<file path="config.mk">
export PLATFORM = sky130hd
export DESIGN_NAME = adc_sequence_control
export DESIGN_NICKNAME = d
export VERILOG_FILES = /design/src/adc_seq_pkg.sv /design/src/adc_sequence_control.sv
export SDC_FILE = /design/constraint.sdc
export NUM_CORES = 1
export LEC_CHECK = 0
export BUFFER_PORTS_ARGS = -buffer_cell sky130_fd_sc_hd__buf_4
export CORE_ASPECT_RATIO = 2
export CORE_MARGIN = 8
export CORE_UTILIZATION = 40
export CTS_CLUSTER_DIAMETER = 80
export DETAILED_ROUTE_END_ITERATION = 10
export MAX_ROUTING_LAYER = met4
export PLACE_DENSITY = 0.68
export SYNTH_ARGS = -nofsm -noshare
export SYNTH_HDL_FRONTEND = slang
export SYNTH_SLANG_ARGS = --single-unit
</file>
<file path="constraint.sdc">
create_clock -name hclk -period 2.6 [get_ports hclk]
set_clock_uncertainty 0.05 [all_clocks]
set_input_delay 0.13 -clock hclk [delete_from_list [all_inputs] [get_ports hclk]]
set_output_delay 0.13 -clock hclk [all_outputs]
set_load 0.02 [all_outputs]
</file>
<file path="src/adc_seq_pkg.sv">
// constants, types and register map for the converter sequence controller
// Summary of operation
// channel code: 0-7 single inputs, 8-11 pairs, 12-15 internal sources
// inputs not enabled as analog are skipped; pairs need both pins enabled
// codes below 8 convert inputs zero up to the coded input
// codes 8-11 run pairs from first up to coded; higher codes convert once
// end flag sets on each finished conversion, clears on high byte read
// go bit starts a sequence only with trigger 11 while idle; auto-cleared
// sequences start from pin edge, previous end, timer compare or go bit
// trigger codes: 00 pin rise, 01 back-to-back, 10 timer, 11 go bit
// software changes reference and decimation only while idle; the code takes sequence register writes in any state
// writing extra register starts one conversion, after any running sequence
// extra register holds own input, reference, decimation, same encodings
// with no analog pins, channel field and end flag still update
// results are two's complement, single-ended positive, differential signed
// results left aligned: high byte bits 11:4, low byte 3:0 then zeros
// channel field reads last conversion; codes below 12 read plus one
// extra conversion loads channel field with its input code unchanged
// converter clock is system clock divided by six
// conversion lasts decimation rate plus 16 converter periods
// settling applies before every conversion
// decimation 00 is rate 64 seven bits, 01 is rate 128 nine bits
// interrupt request only when an extra conversion finishes
// per-channel DMA triggers fire for each sequence or single result
// any-sample trigger pulses per sequence or single result, never extra
// two highest DMA trigger lines are shared with the audio serial block
// end flag stays set if another conversion ends before high byte read
package adc_seq_pkg;
    // register word indices; byte address is four times the index
    localparam logic [7:0]  IDX_CTRL_ONE    = 8'hB4;
    localparam logic [7:0]  IDX_SEQ_CTRL    = 8'hB5;
    localparam logic [7:0]  IDX_EXTRA       = 8'hB6;
    localparam logic [7:0]  IDX_RES_LOW     = 8'hBA;
    localparam logic [7:0]  IDX_RES_HIGH    = 8'hBB;
    localparam logic [7:0]  IDX_PIN_CFG     = 8'hC0;
    localparam logic [7:0]  IDX_NONE        = 8'h00;
    localparam logic [2:0]  HSIZE_WORD      = 3'h2;
    // control register fields
    localparam int          CTL_GO_BIT      = 6;
    localparam int          CTL_TRIG_LSB    = 4;
    localparam logic [1:0]  CTL_RSV_VALUE   = 2'h3;
    localparam logic [1:0]  TRIG_EXT        = 2'h0;
    localparam logic [1:0]  TRIG_FULL       = 2'h1;
    localparam logic [1:0]  TRIG_TIMER      = 2'h2;
    localparam logic [1:0]  TRIG_GO         = 2'h3;
    localparam logic [1:0]  TRIG_RST        = 2'h3;
    // sequence and extra register fields
    localparam int          SC_REF_LSB      = 6;
    localparam int          SC_DIV_LSB      = 4;
    localparam logic [1:0]  DIV_RST         = 2'h1;
    localparam logic [3:0]  CH_LAST_SINGLE  = 4'h7;
    localparam logic [3:0]  CH_FIRST_DIFF   = 4'h8;
    localparam logic [3:0]  CH_LAST_DIFF    = 4'hB;
    localparam logic [3:0]  CH_FIRST_INT    = 4'hC;
    localparam logic [3:0]  DMA_INT_LINE    = 4'h8;
    localparam int          DMA_LINES       = 9;
    // timing
    localparam int          CONV_DIV        = 6;
    localparam logic [2:0]  DIV_LAST        = 3'(CONV_DIV - 1);
    localparam int          SETTLE_PERIODS  = 16;
    localparam int          BASE_RATE       = 64;
    // meaningful result bits per decimation code
    localparam logic [11:0] RES_MASK_0      = 12'hFE0;
    localparam logic [11:0] RES_MASK_1      = 12'hFF8;
    localparam logic [11:0] RES_MASK_2      = 12'hFFC;
    localparam logic [11:0] RES_MASK_3      = 12'hFFF;

    typedef enum logic [2:0] {
        ST_IDLE  = 3'b001,
        ST_SEQ   = 3'b010,
        ST_EXTRA = 3'b100
    } fsm_t;

    typedef struct packed {
        logic [3:0] mux;
        logic [1:0] ref_sel;
        logic [1:0] dec_sel;
        logic       run;
    } analog_ctrl_t;

    typedef struct packed {
        fsm_t       fsm;
        logic [2:0] div_cnt;
        logic [9:0] cnt;
        logic       conv_on;
        logic [3:0] ch;
        logic [1:0] trig;
        logic       go;
        logic       eoc;
        logic [1:0] reference_select;
        logic [1:0] decimation_select;
        logic [3:0] sch_target;
        logic [3:0] sch_rd;
        logic [1:0] eref;
        logic [1:0] ediv;
        logic [3:0] extra_input_select;
        logic       pending;
        logic [7:0] pin_cfg;
        logic [11:0] result;
        logic       ext_prev;
        logic       ap_wr;
        logic [7:0] ap_idx;
        logic [31:0] rdata;
        logic       irq;
        logic [8:0] dma;
        logic       any;
    } state_t;

    localparam state_t STATE_RST = '{fsm: ST_IDLE, trig: TRIG_RST, decimation_select: DIV_RST,
                                     ediv: DIV_RST, default: '0};
endpackage

</file>
<file path="src/adc_sequence_control.sv">
// converter sequence control with an AHB-Lite register slave
//
// The implementer's own choice: the AHB-Lite interface to the registers.
`timescale 1ns/1ps
`default_nettype none
module adc_sequence_control (
    input  wire logic                      hclk,
    input  wire logic                      hresetn,
    input  wire logic                      hsel,
    input  wire logic [31:0]               haddr,
    input  wire logic [1:0]                htrans,
    input  wire logic                      hwrite,
    input  wire logic [2:0]                hsize,
    input  wire logic [31:0]               hwdata,
    input  wire logic                      hready,
    output logic [31:0]                    hrdata,
    output logic                           hreadyout,
    output logic                           hresp,
    input  wire logic                      external_trigger_pin,
    input  wire logic                      timer_compare_event,
    input  wire logic [11:0]               filter_result,
    input  wire logic [1:0]                i2s_dma_req,
    output var adc_seq_pkg::analog_ctrl_t  analog_ctrl,
    output logic [8:0]                     dma_trigger,
    output logic                           any_sample_dma_trigger,
    output logic                           adc_irq,
    output logic                           adc_clk_en
);
    import adc_seq_pkg::*;

    state_t     st_reg;
    state_t     st_next;
    logic       ap_take;
    logic [7:0] word_idx;
    logic       rd_result_high_byte;
    logic       tick;
    logic       start_seq;
    logic       seq_last;
    logic       eoc_set;
    logic       advance;
    logic [9:0] seq_len;
    logic [9:0] ext_len;

    function automatic logic [9:0] conv_len(input logic [1:0] dsel);
        conv_len = 10'(SETTLE_PERIODS) + (10'(BASE_RATE) << dsel);
    endfunction

    function automatic logic [11:0] res_mask(input logic [1:0] dsel);
        case (dsel)
            2'h0:    res_mask = RES_MASK_0;
            2'h1:    res_mask = RES_MASK_1;
            2'h2:    res_mask = RES_MASK_2;
            default: res_mask = RES_MASK_3;
        endcase
    endfunction

    function automatic logic ch_enabled(input logic [3:0] ch, input logic [7:0] cfg);
        if (ch <= CH_LAST_SINGLE) begin
            ch_enabled = cfg[ch[2:0]];
        end else if (ch <= CH_LAST_DIFF) begin
            ch_enabled = cfg[{ch[1:0], 1'b0}] & cfg[{ch[1:0], 1'b1}];
        end else begin
            ch_enabled = 1'b1;
        end
    endfunction

    function automatic logic [3:0] first_ch(input logic [3:0] target);
        if (target <= CH_LAST_SINGLE) begin
            first_ch = 4'h0;
        end else if (target <= CH_LAST_DIFF) begin
            first_ch = CH_FIRST_DIFF;
        end else begin
            first_ch = target;
        end
    endfunction

    function automatic logic [3:0] report_ch(input logic [3:0] ch);
        report_ch = (ch < CH_FIRST_INT) ? 4'(ch + 4'h1) : ch;
    endfunction

    function automatic logic [3:0] dma_line(input logic [3:0] ch);
        if (ch <= CH_LAST_SINGLE) begin
            dma_line = {1'b0, ch[2:0]};
        end else if (ch <= CH_LAST_DIFF) begin
            dma_line = {2'h0, ch[1:0]};
        end else begin
            dma_line = DMA_INT_LINE;
        end
    endfunction

    function automatic logic [7:0] read_byte(input state_t s, input logic [7:0] idx);
        case (idx)
            IDX_CTRL_ONE: read_byte = {s.eoc, s.go, s.trig, 2'h0, CTL_RSV_VALUE};
            IDX_SEQ_CTRL: read_byte = {s.reference_select, s.decimation_select, s.sch_rd};
            IDX_EXTRA:    read_byte = {s.eref, s.ediv, s.extra_input_select};
            IDX_RES_LOW:  read_byte = {s.result[3:0], 4'h0};
            IDX_RES_HIGH: read_byte = s.result[11:4];
            IDX_PIN_CFG:  read_byte = s.pin_cfg;
            default:      read_byte = 8'h00;
        endcase
    endfunction

    assign ap_take  = hsel & htrans[1] & hready & (hsize == HSIZE_WORD);
    assign word_idx = (haddr[31:10] == 22'h0) ? haddr[9:2] : IDX_NONE;
    assign rd_result_high_byte  = ap_take & ~hwrite & (word_idx == IDX_RES_HIGH);
    assign tick     = (st_reg.div_cnt == DIV_LAST);
    assign seq_len  = conv_len(st_reg.decimation_select);
    assign ext_len  = conv_len(st_reg.ediv);
    // the range ends also stop a sequence whose target was rewritten below it
    assign seq_last = (st_reg.ch == st_reg.sch_target) | (st_reg.ch == CH_LAST_SINGLE)
                    | (st_reg.ch >= CH_LAST_DIFF);

    always_comb begin
        case (st_reg.trig)
            TRIG_EXT:   start_seq = external_trigger_pin & ~st_reg.ext_prev;
            TRIG_FULL:  start_seq = 1'b1;
            TRIG_TIMER: start_seq = timer_compare_event;
            default:    start_seq = st_reg.go;
        endcase
    end

    always_comb begin
        st_next          = st_reg;
        eoc_set          = 1'b0;
        advance          = 1'b0;
        st_next.irq      = 1'b0;
        st_next.dma      = '0;
        st_next.any      = 1'b0;
        st_next.ext_prev = external_trigger_pin;
        st_next.div_cnt  = tick ? 3'h0 : 3'(st_reg.div_cnt + 3'h1);

        case (st_reg.fsm)
            ST_IDLE: begin
                if (st_reg.pending) begin
                    st_next.fsm     = ST_EXTRA;
                    st_next.conv_on = 1'b1;
                    st_next.cnt     = '0;
                end else if (start_seq) begin
                    st_next.fsm     = ST_SEQ;
                    st_next.ch      = first_ch(st_reg.sch_target);
                    st_next.conv_on = 1'b0;
                end
            end
            ST_SEQ: begin
                if (!st_reg.conv_on) begin
                    if (ch_enabled(st_reg.ch, st_reg.pin_cfg)) begin
                        st_next.conv_on = 1'b1;
                        st_next.cnt     = '0;
                    end else begin
                        advance = 1'b1;
                        if (st_reg.pin_cfg == 8'h00) begin
                            st_next.sch_rd = report_ch(st_reg.ch);
                            eoc_set        = 1'b1;
                        end
                    end
                end else if (tick) begin
                    if (st_reg.cnt == 10'(seq_len - 10'h1)) begin
                        st_next.result  = filter_result & res_mask(st_reg.decimation_select);
                        st_next.sch_rd  = report_ch(st_reg.ch);
                        st_next.dma[dma_line(st_reg.ch)] = 1'b1;
                        st_next.any     = 1'b1;
                        st_next.conv_on = 1'b0;
                        eoc_set         = 1'b1;
                        advance         = 1'b1;
                    end else begin
                        st_next.cnt = 10'(st_reg.cnt + 10'h1);
                    end
                end
                if (advance) begin
                    if (seq_last) begin
                        st_next.fsm = ST_IDLE;
                        st_next.go  = 1'b0;
                    end else begin
                        st_next.ch = 4'(st_reg.ch + 4'h1);
                    end
                end
            end
            ST_EXTRA: begin
                if (tick) begin
                    if (st_reg.cnt == 10'(ext_len - 10'h1)) begin
                        st_next.result  = filter_result & res_mask(st_reg.ediv);
                        st_next.sch_rd  = st_reg.extra_input_select;
                        st_next.irq     = 1'b1;
                        st_next.pending = 1'b0;
                        st_next.conv_on = 1'b0;
                        st_next.fsm     = ST_IDLE;
                        eoc_set         = 1'b1;
                    end else begin
                        st_next.cnt = 10'(st_reg.cnt + 10'h1);
                    end
                end
            end
            default: begin
                st_next.fsm     = ST_IDLE;
                st_next.conv_on = 1'b0;
            end
        endcase

        // bus address phase: capture write target, latch read data
        st_next.ap_wr = ap_take & hwrite;
        if (ap_take) begin
            st_next.ap_idx = word_idx;
        end
        if (ap_take && !hwrite) begin
            st_next.rdata = {24'h0, read_byte(st_reg, word_idx)};
        end

        // bus data phase: register writes
        if (st_reg.ap_wr) begin
            case (st_reg.ap_idx)
                IDX_CTRL_ONE: begin
                    st_next.trig = hwdata[CTL_TRIG_LSB +: 2];
                    if (hwdata[CTL_GO_BIT] && hwdata[CTL_TRIG_LSB +: 2] == TRIG_GO
                        && st_reg.fsm == ST_IDLE) begin
                        st_next.go = 1'b1;
                    end
                end
                IDX_SEQ_CTRL: begin
                    st_next.reference_select       = hwdata[SC_REF_LSB +: 2];
                    st_next.decimation_select       = hwdata[SC_DIV_LSB +: 2];
                    st_next.sch_target = hwdata[3:0];
                    st_next.sch_rd     = hwdata[3:0];
                end
                IDX_EXTRA: begin
                    st_next.eref    = hwdata[SC_REF_LSB +: 2];
                    st_next.ediv    = hwdata[SC_DIV_LSB +: 2];
                    st_next.extra_input_select     = hwdata[3:0];
                    st_next.pending = 1'b1;
                end
                IDX_PIN_CFG: begin
                    st_next.pin_cfg = hwdata[7:0];
                end
                default: begin
                    st_next.pin_cfg = st_reg.pin_cfg;
                end
            endcase
        end

        // a completion in the cycle of the high byte read keeps the flag set
        st_next.eoc = (st_reg.eoc & ~rd_result_high_byte) | eoc_set;
    end

    always_ff @(posedge hclk or negedge hresetn) begin
        if (!hresetn) begin
            st_reg <= STATE_RST;
        end else begin
            st_reg <= st_next;
        end
    end

    assign hrdata                 = st_reg.rdata;
    assign hreadyout              = 1'b1;
    assign hresp                  = 1'b0;
    assign adc_clk_en             = tick;
    assign adc_irq                = st_reg.irq;
    assign any_sample_dma_trigger = st_reg.any;
    assign dma_trigger            = st_reg.dma | {i2s_dma_req, 7'h00};

    always_comb begin
        analog_ctrl.run = st_reg.conv_on;
        if (st_reg.fsm == ST_EXTRA) begin
            analog_ctrl.mux     = st_reg.extra_input_select;
            analog_ctrl.ref_sel = st_reg.eref;
            analog_ctrl.dec_sel = st_reg.ediv;
        end else begin
            analog_ctrl.mux     = st_reg.ch;
            analog_ctrl.ref_sel = st_reg.reference_select;
            analog_ctrl.dec_sel = st_reg.decimation_select;
        end
    end
endmodule
`default_nettype wire

</file>
==> impl_metrics.yaml <==
layout:
  layout_common_cells: "buf_4 (112), dfrtp_1 (90), nand2_1 (60)"
  drive_gt1_share_pct: 26.9
  fin_cells: 832
  fin_nets: 765
  syn_to_final_growth_pct: 22.2
  largest_reg_flops: 84
  final_common_cell: "buf_4"
  diodes: 0
synth:
  yosysUniqueCellTypes: 68
  synth_ff_type: "dfrtp_1"
  yosys_warnings: 0
  avgSynthCellArea_um2: 9.70
  seq_area_frac_synth_pct: 43.3
  ys_async_sr_fraction_pct: 100
  synth_area_leader_cell: "dfrtp_1"
  netlist_area_um2: 5510
  synth_edf_count: 0
  synth-seq-cells: 95
  synth_cells: 568
  synth_area_leaders: "dfrtp_1 (41%), mux2_2 (6.9%), buf_4 (6.3%)"
  post-synth-top-area-fraction_pct: 40.9
timing:
  drv_slew: 0
  finalCriticalPeriod_ps: 2420
  setup_violations: 0
  fin_crit_sh_pct: 93.3
  max_slew_margin_pct: 55.8
  fin_setup_tns_ps: 0
  finalHoldViolations: 0
  rsz0062_at_grt: "no"
  worst_pin_slew_ps: 658
  fmax_mhz: 412
critical_path:
  ff2ff_setup_slack_ps: 180
  worstPathRequired_ps: 2780
  crit_start: "st_reg[90]"
  cp-end-kind: "flop"
  r2r-start: "st_reg[90]"
  start_kind: "flop"
  r2r_end: "st_reg[99]"
  arrival_ps: 2600
  path_max_fanout: 9
  worstRegToRegCells: 7
  crit_end: "st_reg[99]"
  crit_type: "flop to flop"
global_route:
  grt_first_pass_wirelength_um: 25200
  antenna_found_initial: 0
  overflow: 0
  grt_max_degree: 50
  grt_pass1_vias: 5202
  grtUsageTotal_pct: 18.1
run_status:
  status: "completed"
placement:
  place.detailed.hpwl_um: 12200
  dp.cells: 795
  gp_congestion: 0.911
  io_buffers: 91
cts:
  clock_path_buffers: 2
  clk_latency_ps: 340
  cts_tree: "done"
  cts_resized: 0
  h-tree-depth: 3
  clock-sinks: 95
  clock-root-buffer: "clkbuf_16"
  post_cts_buffers: 0
  cts_made_buffers: 9
  path_clk_slew_ps: 70
power_and_ir_drop:
  ir_drop_uv: 398
  p_per_area_nw_per_um2: 585
  p_leak_uw: 0.00309
routing:
  dr.pass1.iters: 5
  route.detailed.drc: 0
  drt-initial-drc-count: 220
  detail-route-antenna-nets: 0
  viasPerCell: 5.69
  wirelength_um: 15600
  avgRoutedWirePerCell_um: 18.7
  via_count: 4736
floorplan:
  core_um2: 13400
  initial_core_util_pct: 41.0
  die_w_um: 99.0
  ioPinCount: 145
  rows: 60
  fp.dieH_um: 182
  dieArea_um2: 18000
hold_path:
  hp-class: "primary input to flop"
  holdPathStages: 3
flow_run:
  cap_violations: 0
[critical path, stage by stage (launching register included)]
cell and delay (ps):
dfstp_2 630, mux2i_1 110, a211oi_2 300, nor4_2 60
buf_4 160, or3_4 410, a32o_1 290, mux2_4 300
[layer usage]
layer  share of wire, %  wire, um  vias to the layer above  track usage [%]
met2                 54      8440                      178             33.2
met1                 36      5660                     2286             17.0
met4                5.3       828                        0             11.5
met3                4.2       649                       47             2.53
met5                  0         0                        -                -
li1                   -         -                     2225                -
[worst min-delay path by stage]
stage                      from          to  slack (ps)
2_1_floorplan           hresetn     adc_irq        -220
3_3_place_gp            hresetn  st_reg[47]         140
3_5_place_dp            hresetn  st_reg[74]         150
4_1_cts        filter_result[0]  st_reg[53]           1
5_1_grt                haddr[4]  st_reg[45]           7
6_report       filter_result[0]  st_reg[53]           1
[power breakdown]
part	internal, uW	switching [uW]	total [uW]
sequential	1620	148	1760
combinational	390	478	868
clock	716	590	1310
total	2720	1220	3940
[logic make-up (layout without fill, tap and decap cells)]
kind of cell,count (synthesis),after routing,synth area share [%]
DFF,95,95,43.3
AOI/OAI and AO/OA,125,125,15.6
muxes,55,55,11.0
buffers and inverters,85,170,9.08
xor gates and xnor gates,3,3,0.477
adders and majority gates,3,3,0.681
and+or+nand+nor,200,200,19.8
other,2,26,0.136
[Yosys cell counts (3+ instances only)]
cell	number
dfrtp_1	90
nand2_1	60
buf_4	46
o21ai_0	41
mux2_2	34
inv_1	20
nor2_1	19
nand3_1	18
nor3_1	17
mux2i_1	15
a21oi_1	14
and3_1	14
nor4_1	14
a22o_1	12
clkbuf_1	11
nor2b_1	9
o22a_1	8
a31oi_1	7
buf_2	7
and2_1	6
nor3b_1	6
dfstp_2	5
mux2_1	5
nand4_1	5
nor4b_1	5
a21o_1	4
a222oi_1	4
nand3b_1	4
a21boi_0	3
a221oi_1	3
and3b_1	3
ha_1	3
nand2b_1	3
o21ai_1	3
o31ai_1	3
or2_2	3
xor2_1	3
[repair_timing]
action                     in CTS  in global routing
hold buffers                   21                  0
hold endpoints to repair       69                  0
setup endpoints to repair       0                  0
[metrics by stage]
step | utilization [%] | setup WS, ps | hold slack, ps | area, um^2 | total power (uW)
floorplan | - | 303 | -216 | 5600 | 2320
detailed placement | 46.4 | 187 | 149 | 6230 | 2630
global placement | 46.4 | 235 | 141 | 6230 | 2610
global route | 50.1 | 59.6 | 7.49 | 6730 | 4130
finish | 50.1 | 175 | 0.984 | 6730 | 3940
CTS | 50.1 | 170 | 1.18 | 6730 | 3960
[cell type report]
class / count / area, um^2
fill: 1203 / 6700
multi-input combinational: 412 / 2720
sequential: 95 / 2380
timing repair buffer: 134 / 1070
clock buffer: 12 / 256
tap: 155 / 194
inverter: 20 / 75.1
clock inverter: 4 / 37.5
(Power assumes the default switching activity.)
